File: config.mk
export PLATFORM = sky130hd
export DESIGN_NAME = cpf_regfile
export DESIGN_NICKNAME = d
export VERILOG_FILES = /design/src/inc/cpf_pkg.sv /design/src/verilog/cpf_flag_alu.sv /design/src/verilog/cpf_regfile.sv
export VERILOG_INCLUDE_DIRS = /design/src /design/src/inc
export SDC_FILE = /design/constraint.sdc
export NUM_CORES = 1
export LEC_CHECK = 0
export BUFFER_PORTS_ARGS = -buffer_cell sky130_fd_sc_hd__clkbuf_2
export CORE_AREA = 2 2 269 271
export CTS_BUF_LIST = sky130_fd_sc_hd__clkbuf_4 sky130_fd_sc_hd__clkbuf_8
export DETAILED_ROUTE_END_ITERATION = 8
export DIE_AREA = 0 0 271 273
export GPL_ROUTABILITY_DRIVEN = 0
export HOLD_SLACK_MARGIN = 0.06
export PLACE_DENSITY_LB_ADDON = 0.1
export SYNTH_ARGS = -nofsm -noshare
export SYNTH_HDL_FRONTEND = slang
export SYNTH_HIERARCHICAL = 1
export SYNTH_SLANG_ARGS = --single-unit
File: constraint.sdc
create_clock -name i_mclk -period 37.4 [get_ports i_mclk]
set_input_delay 1.87 -clock i_mclk [delete_from_list [all_inputs] [get_ports i_mclk]]
set_output_delay 1.87 -clock i_mclk [all_outputs]
set_load 0.05 [all_outputs]
File: src/inc/cpf_params.svh
`ifndef CPF_PARAMS_SVH
`define CPF_PARAMS_SVH
`define CPF_NUM_WORDS 8
`define CPF_SP_IDX 3'h7
`define CPF_VEC_ADDR 16'h0000
`define CPF_WORD_STEP 16'h0002
`define CPF_FLAGS_RST 8'h80
`define CPF_BIT_I 7
`define CPF_BIT_U1 6
`define CPF_BIT_H 5
`define CPF_BIT_U0 4
`define CPF_BIT_N 3
`define CPF_BIT_Z 2
`define CPF_BIT_V 1
`define CPF_BIT_C 0
`define CPF_HALF_B 3
`define CPF_HALF_W 11
`define CPF_BCD_HI 8'h60
`define CPF_BCD_LO 8'h06
`define CPF_DIV0_RES 16'hffff
`endif

File: src/inc/cpf_pkg.sv
package cpf_pkg;
  typedef enum logic [1:0] {WS_WORD = 2'h0, WS_HIGH = 2'h1, WS_LOW = 2'h2} cpf_wsize_t;
  typedef enum logic [4:0] {
    OP_NONE = 5'h00, OP_ADD_B = 5'h01, OP_ADDX_B = 5'h02, OP_SUB_B = 5'h03,
    OP_SUBX_B = 5'h04, OP_CMP_B = 5'h05, OP_NEG_B = 5'h06, OP_ADD_W = 5'h07,
    OP_SUB_W = 5'h08, OP_CMP_W = 5'h09, OP_MOV_B = 5'h0a, OP_MOV_W = 5'h0b,
    OP_SHIFT_B = 5'h0c, OP_ADDS_W = 5'h0d, OP_MUL_B = 5'h0e, OP_DIV_W = 5'h0f,
    OP_DAA_B = 5'h10, OP_DAS_B = 5'h11
  } cpf_alu_op_t;
  typedef enum logic [2:0] {
    CCR_NONE = 3'h0, CCR_LOAD = 3'h1, CCR_AND = 3'h2, CCR_OR = 3'h3, CCR_XOR = 3'h4
  } cpf_ccr_op_t;
  typedef enum logic [2:0] {
    BIT_NONE = 3'h0, BIT_LOAD = 3'h1, BIT_AND = 3'h2, BIT_OR = 3'h3, BIT_XOR = 3'h4
  } cpf_bit_op_t;
  typedef enum logic [1:0] {SP_NONE = 2'h0, SP_PUSH = 2'h1, SP_POP = 2'h2} cpf_sp_op_t;
  typedef enum logic [1:0] {PC_NONE = 2'h0, PC_STEP = 2'h1, PC_LOAD = 2'h2} cpf_pc_op_t;
  typedef enum logic [1:0] {ST_VEC = 2'h0, ST_RUN = 2'h1} cpf_state_t;
endpackage

File: src/verilog/cpf_flag_alu.sv
`timescale 1ns/1ps
`default_nettype none
`include "cpf_params.svh"
module cpf_flag_alu (
  // operation
  input  wire logic                      i_op_valid,
  input  wire cpf_pkg::cpf_alu_op_t      i_op,
  input  wire logic [15:0]               i_a,
  input  wire logic [15:0]               i_b,
  input  wire logic                      i_shift_out,
  input  wire logic [7:0]                i_flags,
  // result
  output logic      [15:0]               o_res,
  output logic      [7:0]                o_flags
);
  import cpf_pkg::*;

  // returns {half, carry, overflow, result}
  function automatic logic [18:0] cpf_arith(input logic [15:0] x, input logic [15:0] y,
                                            input logic ci, input logic sub, input logic wide);
    logic [15:0] yy;
    logic        cie;
    logic [16:0] s;
    logic [12:0] hw;
    logic [4:0]  hb;
    logic [15:0] r;
    logic        c;
    logic        h;
    logic        v;
    yy = sub ? ~y : y;
    cie = ci ^ sub;
    hb = {1'b0, x[`CPF_HALF_B:0]} + {1'b0, yy[`CPF_HALF_B:0]} + {4'h0, cie};
    hw = {1'b0, x[`CPF_HALF_W:0]} + {1'b0, yy[`CPF_HALF_W:0]} + {12'h000, cie};
    if (wide) begin
      s = {1'b0, x} + {1'b0, yy} + {16'h0000, cie};
      r = s[15:0];
      c = s[16] ^ sub;
      h = hw[12] ^ sub;
      v = (x[15] == yy[15]) && (r[15] != x[15]);
    end else begin
      s = {9'h000, x[7:0]} + {9'h000, yy[7:0]} + {16'h0000, cie};
      r = {8'h00, s[7:0]};
      c = s[8] ^ sub;
      h = hb[4] ^ sub;
      v = (x[7] == yy[7]) && (r[7] != x[7]);
    end
    return {h, c, v, r};
  endfunction

  logic [18:0] ar;
  logic        arith;
  logic        nz;
  logic        wide;
  logic        bcd_lo;
  logic        bcd_hi;
  logic [7:0]  adj;
  logic [15:0] quo;
  logic [15:0] rem;

  always_comb begin
    ar = 19'h00000;
    arith = 1'b0;
    nz = 1'b0;
    wide = 1'b0;
    o_res = 16'h0000;
    o_flags = i_flags;
    bcd_lo = (i_a[3:0] > 4'h9) || i_flags[`CPF_BIT_H];
    bcd_hi = (i_a[7:0] > 8'h99) || i_flags[`CPF_BIT_C];
    adj = (bcd_hi ? `CPF_BCD_HI : 8'h00) | (bcd_lo ? `CPF_BCD_LO : 8'h00);
    quo = 16'h0000;
    rem = 16'h0000;
    if (i_op_valid) begin
      case (i_op)
        OP_ADD_B: begin
          ar = cpf_arith(i_a, i_b, 1'b0, 1'b0, 1'b0);
          arith = 1'b1;
        end
        OP_ADDX_B: begin
          ar = cpf_arith(i_a, i_b, i_flags[`CPF_BIT_C], 1'b0, 1'b0);
          arith = 1'b1;
        end
        OP_SUB_B, OP_CMP_B: begin
          ar = cpf_arith(i_a, i_b, 1'b0, 1'b1, 1'b0);
          arith = 1'b1;
        end
        OP_SUBX_B: begin
          ar = cpf_arith(i_a, i_b, i_flags[`CPF_BIT_C], 1'b1, 1'b0);
          arith = 1'b1;
        end
        OP_NEG_B: begin
          ar = cpf_arith(16'h0000, i_a, 1'b0, 1'b1, 1'b0);
          arith = 1'b1;
        end
        OP_ADD_W: begin
          ar = cpf_arith(i_a, i_b, 1'b0, 1'b0, 1'b1);
          arith = 1'b1;
          wide = 1'b1;
        end
        OP_SUB_W, OP_CMP_W: begin
          ar = cpf_arith(i_a, i_b, 1'b0, 1'b1, 1'b1);
          arith = 1'b1;
          wide = 1'b1;
        end
        OP_MOV_B: begin
          o_res = {8'h00, i_b[7:0]};
          nz = 1'b1;
          o_flags[`CPF_BIT_V] = 1'b0;
        end
        OP_MOV_W: begin
          o_res = i_b;
          nz = 1'b1;
          wide = 1'b1;
          o_flags[`CPF_BIT_V] = 1'b0;
        end
        OP_SHIFT_B: begin
          o_res = {8'h00, i_b[7:0]};
          nz = 1'b1;
          o_flags[`CPF_BIT_V] = 1'b0;
          o_flags[`CPF_BIT_C] = i_shift_out;
        end
        OP_ADDS_W: o_res = i_a + i_b;
        OP_MUL_B: o_res = {8'h00, i_a[7:0]} * {8'h00, i_b[7:0]};
        OP_DIV_W: begin
          if (i_b[7:0] != 8'h00) begin
            quo = i_a / {8'h00, i_b[7:0]};
            rem = i_a % {8'h00, i_b[7:0]};
            o_res = {rem[7:0], quo[7:0]};
          end else begin
            o_res = `CPF_DIV0_RES;
          end
        end
        OP_DAA_B: begin
          o_res = {8'h00, i_a[7:0] + adj};
          nz = 1'b1;
          o_flags[`CPF_BIT_C] = bcd_hi;
        end
        OP_DAS_B: begin
          adj = (i_flags[`CPF_BIT_C] ? `CPF_BCD_HI : 8'h00) |
                (i_flags[`CPF_BIT_H] ? `CPF_BCD_LO : 8'h00);
          o_res = {8'h00, i_a[7:0] - adj};
          nz = 1'b1;
        end
        default: o_res = 16'h0000;
      endcase
    end
    if (arith) begin
      o_flags[`CPF_BIT_H] = ar[18];
      o_flags[`CPF_BIT_C] = ar[17];
      o_flags[`CPF_BIT_V] = ar[16];
      o_res = ar[15:0];
      nz = 1'b1;
    end
    if (nz) begin
      o_flags[`CPF_BIT_N] = wide ? o_res[15] : o_res[7];
      o_flags[`CPF_BIT_Z] = wide ? (o_res == 16'h0000) : (o_res[7:0] == 8'h00);
    end
  end
endmodule
`default_nettype wire

File: src/verilog/cpf_regfile.sv
`timescale 1ns/1ps
`default_nettype none
`include "cpf_params.svh"
module cpf_regfile (
  // clock and reset
  input  wire logic                      i_mclk,
  input  wire logic                      i_rstn,
  // reset vector fetch
  output logic                           o_vec_req_ff,
  output logic      [15:0]               o_vec_addr_ff,
  input  wire logic                      i_vec_valid,
  input  wire logic [15:0]               i_vec_data,
  output logic                           o_run_ff,
  // register reads
  input  wire logic [2:0]                i_rd_a_idx,
  input  wire logic                      i_rd_a_hi,
  input  wire logic [2:0]                i_rd_b_idx,
  output logic      [15:0]               o_rd_a_ff,
  output logic      [7:0]                o_rd_a_byte_ff,
  output logic      [15:0]               o_rd_b_ff,
  // address register read
  input  wire logic [2:0]                i_addr_idx,
  output logic      [15:0]               o_addr_ff,
  // register write
  input  wire logic                      i_wr_en,
  input  wire logic [2:0]                i_wr_idx,
  input  wire cpf_pkg::cpf_wsize_t       i_wr_size,
  input  wire logic [15:0]               i_wr_data,
  // stack pointer
  input  wire cpf_pkg::cpf_sp_op_t       i_sp_op,
  output logic      [15:0]               o_sp_ff,
  // fetch pointer
  input  wire cpf_pkg::cpf_pc_op_t       i_pc_op,
  input  wire logic [15:0]               i_pc_data,
  output logic      [15:0]               o_pc_ff,
  // arithmetic flag update
  input  wire cpf_pkg::cpf_alu_op_t      i_alu_op,
  input  wire logic [15:0]               i_alu_a,
  input  wire logic [15:0]               i_alu_b,
  input  wire logic                      i_shift_out,
  output logic      [15:0]               o_alu_res_ff,
  // bit accumulator
  input  wire cpf_pkg::cpf_bit_op_t      i_bit_op,
  input  wire logic [2:0]                i_bit_num,
  input  wire logic [7:0]                i_bit_byte,
  output logic                           o_bit_ff,
  // flag register
  input  wire cpf_pkg::cpf_ccr_op_t      i_ccr_op,
  input  wire logic [7:0]                i_ccr_data,
  input  wire logic                      i_exc_start,
  input  wire logic [3:0]                i_cond,
  output logic      [7:0]                o_flags_ff,
  output logic                           o_irq_mask_ff,
  output logic                           o_cond_ff
);
  import cpf_pkg::*;

  function automatic logic [15:0] cpf_merge(input logic [15:0] old, input logic [15:0] data,
                                            input cpf_wsize_t size);
    if (size == WS_HIGH) begin
      return {data[7:0], old[7:0]};
    end else if (size == WS_LOW) begin
      return {old[15:8], data[7:0]};
    end
    return data;
  endfunction

  function automatic logic cpf_bit_sel(input logic [7:0] b, input logic [2:0] n);
    return b[n];
  endfunction

  function automatic logic cpf_cond(input logic [3:0] c, input logic [7:0] f);
    logic n;
    logic z;
    logic v;
    logic k;
    logic t;
    n = f[`CPF_BIT_N];
    z = f[`CPF_BIT_Z];
    v = f[`CPF_BIT_V];
    k = f[`CPF_BIT_C];
    case (c[3:1])
      3'h0: t = 1'b1;
      3'h1: t = !(k || z);
      3'h2: t = !k;
      3'h3: t = !z;
      3'h4: t = !v;
      3'h5: t = !n;
      3'h6: t = !(n ^ v);
      default: t = !(z || (n ^ v));
    endcase
    return t ^ c[0];
  endfunction

  // general registers
  logic [15:0] gpr_ff  [0:`CPF_NUM_WORDS-1];
  logic [15:0] nxt_gpr [0:`CPF_NUM_WORDS-1];
  logic [15:0] nxt_rd_a;
  logic [7:0]  nxt_rd_a_byte;
  logic [15:0] nxt_rd_b;
  logic [15:0] nxt_addr;
  logic [15:0] nxt_sp;

  always_comb begin
    nxt_gpr = gpr_ff;
    if (i_wr_en) begin
      nxt_gpr[i_wr_idx] = cpf_merge(gpr_ff[i_wr_idx], i_wr_data, i_wr_size);
    end
    if (!(i_wr_en && (i_wr_idx == `CPF_SP_IDX))) begin
      if (i_sp_op == SP_PUSH) begin
        nxt_gpr[`CPF_SP_IDX] = gpr_ff[`CPF_SP_IDX] - `CPF_WORD_STEP;
      end else if (i_sp_op == SP_POP) begin
        nxt_gpr[`CPF_SP_IDX] = gpr_ff[`CPF_SP_IDX] + `CPF_WORD_STEP;
      end
    end
    nxt_rd_a = gpr_ff[i_rd_a_idx];
    nxt_rd_a_byte = i_rd_a_hi ? gpr_ff[i_rd_a_idx][15:8] : gpr_ff[i_rd_a_idx][7:0];
    nxt_rd_b = gpr_ff[i_rd_b_idx];
    nxt_addr = gpr_ff[i_addr_idx];
    nxt_sp = nxt_gpr[`CPF_SP_IDX];
  end

  always_ff @(posedge i_mclk) begin
    if (!i_rstn) begin
      for (int i = 0; i < `CPF_NUM_WORDS; i++) begin
        gpr_ff[i] <= 16'h0000;
      end
    end else begin
      gpr_ff <= nxt_gpr;
    end
  end

  always_ff @(posedge i_mclk) begin
    if (!i_rstn) begin
      o_rd_a_ff <= 16'h0000;
      o_rd_a_byte_ff <= 8'h00;
      o_rd_b_ff <= 16'h0000;
      o_addr_ff <= 16'h0000;
      o_sp_ff <= 16'h0000;
    end else begin
      o_rd_a_ff <= nxt_rd_a;
      o_rd_a_byte_ff <= nxt_rd_a_byte;
      o_rd_b_ff <= nxt_rd_b;
      o_addr_ff <= nxt_addr;
      o_sp_ff <= nxt_sp;
    end
  end

  // vector fetch and fetch pointer
  cpf_state_t  state_ff;
  cpf_state_t  nxt_state;
  logic [15:0] nxt_pc;

  always_comb begin
    nxt_state = state_ff;
    nxt_pc = o_pc_ff;
    case (state_ff)
      ST_VEC: begin
        if (i_vec_valid && o_vec_req_ff) begin
          nxt_pc = {i_vec_data[15:1], 1'b0};
          nxt_state = ST_RUN;
        end
      end
      ST_RUN: begin
        if (i_pc_op == PC_STEP) begin
          nxt_pc = o_pc_ff + `CPF_WORD_STEP;
        end else if (i_pc_op == PC_LOAD) begin
          nxt_pc = {i_pc_data[15:1], 1'b0};
        end
      end
      default: nxt_state = ST_VEC;
    endcase
  end

  always_ff @(posedge i_mclk) begin
    if (!i_rstn) begin
      state_ff <= ST_VEC;
      o_pc_ff <= 16'h0000;
      o_vec_req_ff <= 1'b0;
      o_vec_addr_ff <= `CPF_VEC_ADDR;
      o_run_ff <= 1'b0;
    end else begin
      state_ff <= nxt_state;
      o_pc_ff <= nxt_pc;
      o_vec_req_ff <= (nxt_state == ST_VEC);
      o_vec_addr_ff <= `CPF_VEC_ADDR;
      o_run_ff <= (nxt_state == ST_RUN);
    end
  end

  // flag register
  logic [15:0] alu_res;
  logic [7:0]  alu_flags;
  logic [7:0]  nxt_flags;
  logic        bsel;

  cpf_flag_alu u_alu (
    .i_op_valid  (i_alu_op != OP_NONE),
    .i_op        (i_alu_op),
    .i_a         (i_alu_a),
    .i_b         (i_alu_b),
    .i_shift_out (i_shift_out),
    .i_flags     (o_flags_ff),
    .o_res       (alu_res),
    .o_flags     (alu_flags)
  );

  always_comb begin
    nxt_flags = alu_flags;
    bsel = cpf_bit_sel(i_bit_byte, i_bit_num);
    case (i_bit_op)
      BIT_LOAD: nxt_flags[`CPF_BIT_C] = bsel;
      BIT_AND: nxt_flags[`CPF_BIT_C] = alu_flags[`CPF_BIT_C] & bsel;
      BIT_OR: nxt_flags[`CPF_BIT_C] = alu_flags[`CPF_BIT_C] | bsel;
      BIT_XOR: nxt_flags[`CPF_BIT_C] = alu_flags[`CPF_BIT_C] ^ bsel;
      default: nxt_flags[`CPF_BIT_C] = alu_flags[`CPF_BIT_C];
    endcase
    case (i_ccr_op)
      CCR_LOAD: nxt_flags = i_ccr_data;
      CCR_AND: nxt_flags = o_flags_ff & i_ccr_data;
      CCR_OR: nxt_flags = o_flags_ff | i_ccr_data;
      CCR_XOR: nxt_flags = o_flags_ff ^ i_ccr_data;
      default: nxt_flags = nxt_flags;
    endcase
    if (i_exc_start) begin
      nxt_flags[`CPF_BIT_I] = 1'b1;
    end
  end

  always_ff @(posedge i_mclk) begin
    if (!i_rstn) begin
      o_flags_ff <= `CPF_FLAGS_RST;
      o_irq_mask_ff <= 1'b1;
      o_cond_ff <= 1'b0;
      o_bit_ff <= 1'b0;
      o_alu_res_ff <= 16'h0000;
    end else begin
      o_flags_ff <= nxt_flags;
      o_irq_mask_ff <= nxt_flags[`CPF_BIT_I];
      o_cond_ff <= cpf_cond(i_cond, o_flags_ff);
      o_bit_ff <= bsel;
      o_alu_res_ff <= alu_res;
    end
  end
endmodule
`default_nettype wire

==> metrics list <==
- Detailed Route WL: 92,900 µm
- Overflow after GRT: 0
* Top library cells by usage in the layout, fill and taps aside: sky130_fd_sc_hd__clkbuf_2 (250), sky130_fd_sc_hd__o21ai_0 (232), sky130_fd_sc_hd__dfxtp_1 (229)
* Antenna Diode Count: 0
* Syn avg cell area: approximately 8.4 µm²
* Total buffers and inverters traversed by the critical path: 12
- Synthesis produced a netlist whose cell count is roughly 3,000.
- The tree is rooted in a sky130_fd_sc_hd__clkbuf_8.
- Of all nets on the critical path, the largest fanout is 14.
* Dominant cell type by count on the critical path: sky130_fd_sc_hd__o21a_1
* Pin count of the biggest net entering global routing: 73
- Worst max-slew margin expressed relative to the limit: 0.133
- CTS tree: yes
- Leaving out fill and tap cells, the most frequent cell in the layout is sky130_fd_sc_hd__clkbuf_2.
- Clock-pin slew was measured on the worst setup and hold paths at roughly 0.07 ns.
- The number of different library cells used by synthesis comes to ~110.
- Clock Sinks: 229
- The worst setup path is captured at a register.
- Among all flip-flop cells after synthesis, the most frequent one is sky130_fd_sc_hd__dfxtp_1.
- In the routed design, unresolved DRC markers number 0.
* Post-route cell area: 27,600 µm²
- Count of endpoints failing hold in the final timing report: 0
* Latest clock arrival within the worst-skew pair: 0.60 ns
- Detailed-routing iteration count for the pre-antenna-repair pass: 5
- Total of endpoints with negative setup slack in the final report: 0
- The H-tree was split into 2 levels.
* Min Hold Slack: 0.521 ns
* Number of buffers between clock root and the deepest sink: 3
* Max Transition Viols Final: 0
* Fmax: 28.5 MHz
- Area growth from synthesis to final layout: 11.4%
- Count of buffers from port buffering: around 250
- The cell family contributing the most delay on the critical path is compound AO/OA/AOI/OAI gates.
* EDFF count, synth: 0
* Fin crit share: 0.938
- Of the cells placed in the final design, the portion with a size suffix greater than 1 is 0.187.
* Die area: between 70,000 and 80,000 µm²
- Number of nets in the layout: between 3,000 and 4,000
- Number of global-route vias before repair: between 20,000 and 25,000
- Type of the tightest min-delay check: register to register
- STA classifies the critical path startpoint as a primary input.
* Initial antenna violation count: 1
- Share of synthesized flip-flops with an asynchronous set or reset: 0
- On the worst path, the slowest cell contributes a delay of 0.63 ns.
- Layout Skew: about 0.056 ns
- The largest individual stage delay along the critical path comes from the cell sky130_fd_sc_hd__or4b_4.
* Die width: 271 µm
- At the worst endpoint, the arrival time is 35.57 ns.
- Warning count from the yosys run: 6
- Drt first-iter violations: about 2,200
- At the worst endpoint, the required time is around 38 ns.
- The run finished with clean final reports.
- Summing over every cut layer, the via total after detailed routing is roughly 24,000.
- Detailed placement ended at an HPWL of between 60,000 and 70,000 µm.
- The first global-routing pass estimated ~140,000 µm of wire.
- Fin crit period: about 35 ns
* Number of routed nets with antenna violations: 0
- Cell Rows: 98
- Startpoint-to-endpoint class of the critical path: primary input to register
- Number of storage elements in the synthesis netlist: ~230
- The core region is ~70,000 µm².
- Summing all placed instances gives a cell area of roughly 27,000 µm².
- Initial Utilization: 0.348
- Number of buffers inserted during clock tree synthesis: 40
- Height of the die: between 200 and 300 µm
* Netlist area before placement: ~25,000 µm²
* Number of maximum-capacitance constraint violations: 0
- Transition time of the tightest slew-check pin: around 1.3 ns
- Vias per inst: between 5 and 6
- After detailed routing, the average wire length per cell comes to ~23 µm.
* I/O pin count: between 200 and 300
* Sequential-to-total area share from yosys stat: 0.185
- Across every metal layer, demand over resource in global routing totals 0.240.
-- Yosys cell counts, drive strengths merged, types with 20 or more instances --
master / instances / share of area
nor4: 20 / 0.0059
a22oi: 23 / 0.0070
mux2: 34 / 0.016
ha: 211 / 0.11
buf: 79 / 0.022
inv: 157 / 0.024
xnor2: 86 / 0.030
o211ai: 24 / 0.0075
a21oi: 208 / 0.042
nor2: 216 / 0.033
and2: 43 / 0.011
a211oi: 25 / 0.0083
nor2b: 42 / 0.011
mux2i: 82 / 0.033
o22ai: 29 / 0.0073
nand2: 207 / 0.031
nand4: 25 / 0.0063
nor3: 78 / 0.016
o21ai: 242 / 0.049
xor2: 40 / 0.014
nand3: 96 / 0.020
o21bai: 30 / 0.0091
mux4: 115 / 0.11
a21o: 31 / 0.0094
clkbuf: 128 / 0.020
fa: 40 / 0.032
dfxtp: 229 / 0.19
o21a: 47 / 0.014
nand2b: 35 / 0.0089
a31oi: 22 / 0.0056
o31ai: 23 / 0.0070
-- cell type report --
cell class                      instances  area [µm²]
Clock inverter                         12         115
Clock buffer                           51         658
Timing Repair Buffer                  307        1680
Inverter                              159         597
Fill cell                            7308       43400
Multi-Input combinational cell       2381       18700
Sequential cell                       229        4580
Tap cell                              950        1190
-- tightest hold or removal path, stage by stage, from the launching register on --
cell and delay, ns:
sky130_fd_sc_hd__dfxtp_1 0.34, sky130_fd_sc_hd__nand3_1 0.07, sky130_fd_sc_hd__o21ai_0 0.07
-- sequential cells by signal (all words and copies together) (netlist names), 2 cells and up --
signal and cells:
o_pc_ff 15, o_rd_a_ff 16, o_rd_b_ff 16, o_addr_ff 16, o_flags_ff 8, gpr_ff 112
state_ff 2, o_rd_a_byte_ff 8, o_alu_res_ff 16, o_sp_ff 16
-- metal layers --
layer | global-route usage | wire length (µm) | vias up
li1 | - | - | 11300
met1 | 0.324 | 41000 | 11900
met2 | 0.402 | 43800 | 914
met3 | 0.0317 | 5610 | 137
met4 | 0.0662 | 2450 | 2
met5 | 0 | 13 | -
-- final timing paths --
kind | startpoint | to | slack, ns | cells after the start
min reg2reg | gpr_ff[65]$_SDFFE_PN0P_ | gpr_ff[65]$_SDFFE_PN0P_ | 0.52 | 2
max | i_alu_a[0] | o_flags_ff[2]$_SDFF_PN0_ | 2.33 | 150
min | gpr_ff[65]$_SDFFE_PN0P_ | gpr_ff[65]$_SDFFE_PN0P_ | 0.52 | 2
max reg2reg | o_flags_ff[5]$_SDFF_PN0_ | o_flags_ff[2]$_SDFF_PN0_ | 31.95 | 24
-- cells by family after synthesis --
kind of cell | after synthesis | share of synthesized area
buf+inv | 366 | 0.0660
flops | 229 | 0.185
xor+xnor | 126 | 0.0446
compound gates | 891 | 0.237
other cells | 1 | 0.000152
fa+ha+maj | 251 | 0.139
mux | 231 | 0.155
simple gates | 864 | 0.173
-- metrics by stage --
step           setup WS, ns  utilization  instances  setup TNS (ns)
6_report               2.33        0.388       4089               0
4_1_cts               0.959        0.386       4083               0
3_3_place_gp           1.10        0.375       4020               0
3_5_place_dp          0.476        0.375       4020               0
5_1_grt             -0.0474        0.388       4089         -0.0474
2_1_floorplan          3.24            -       2976               0
-- what timing repair did --
action / 4_1_cts / 5_1_grt
resized for setup: 0 / 27
hold buffers: 0 / 0
setup endpoints to repair: 0 / 11
setup buffers: 0 / 6
Power is not shown: default switching activity piles up to over one toggle a cycle in this logic, so the estimate is an artifact.
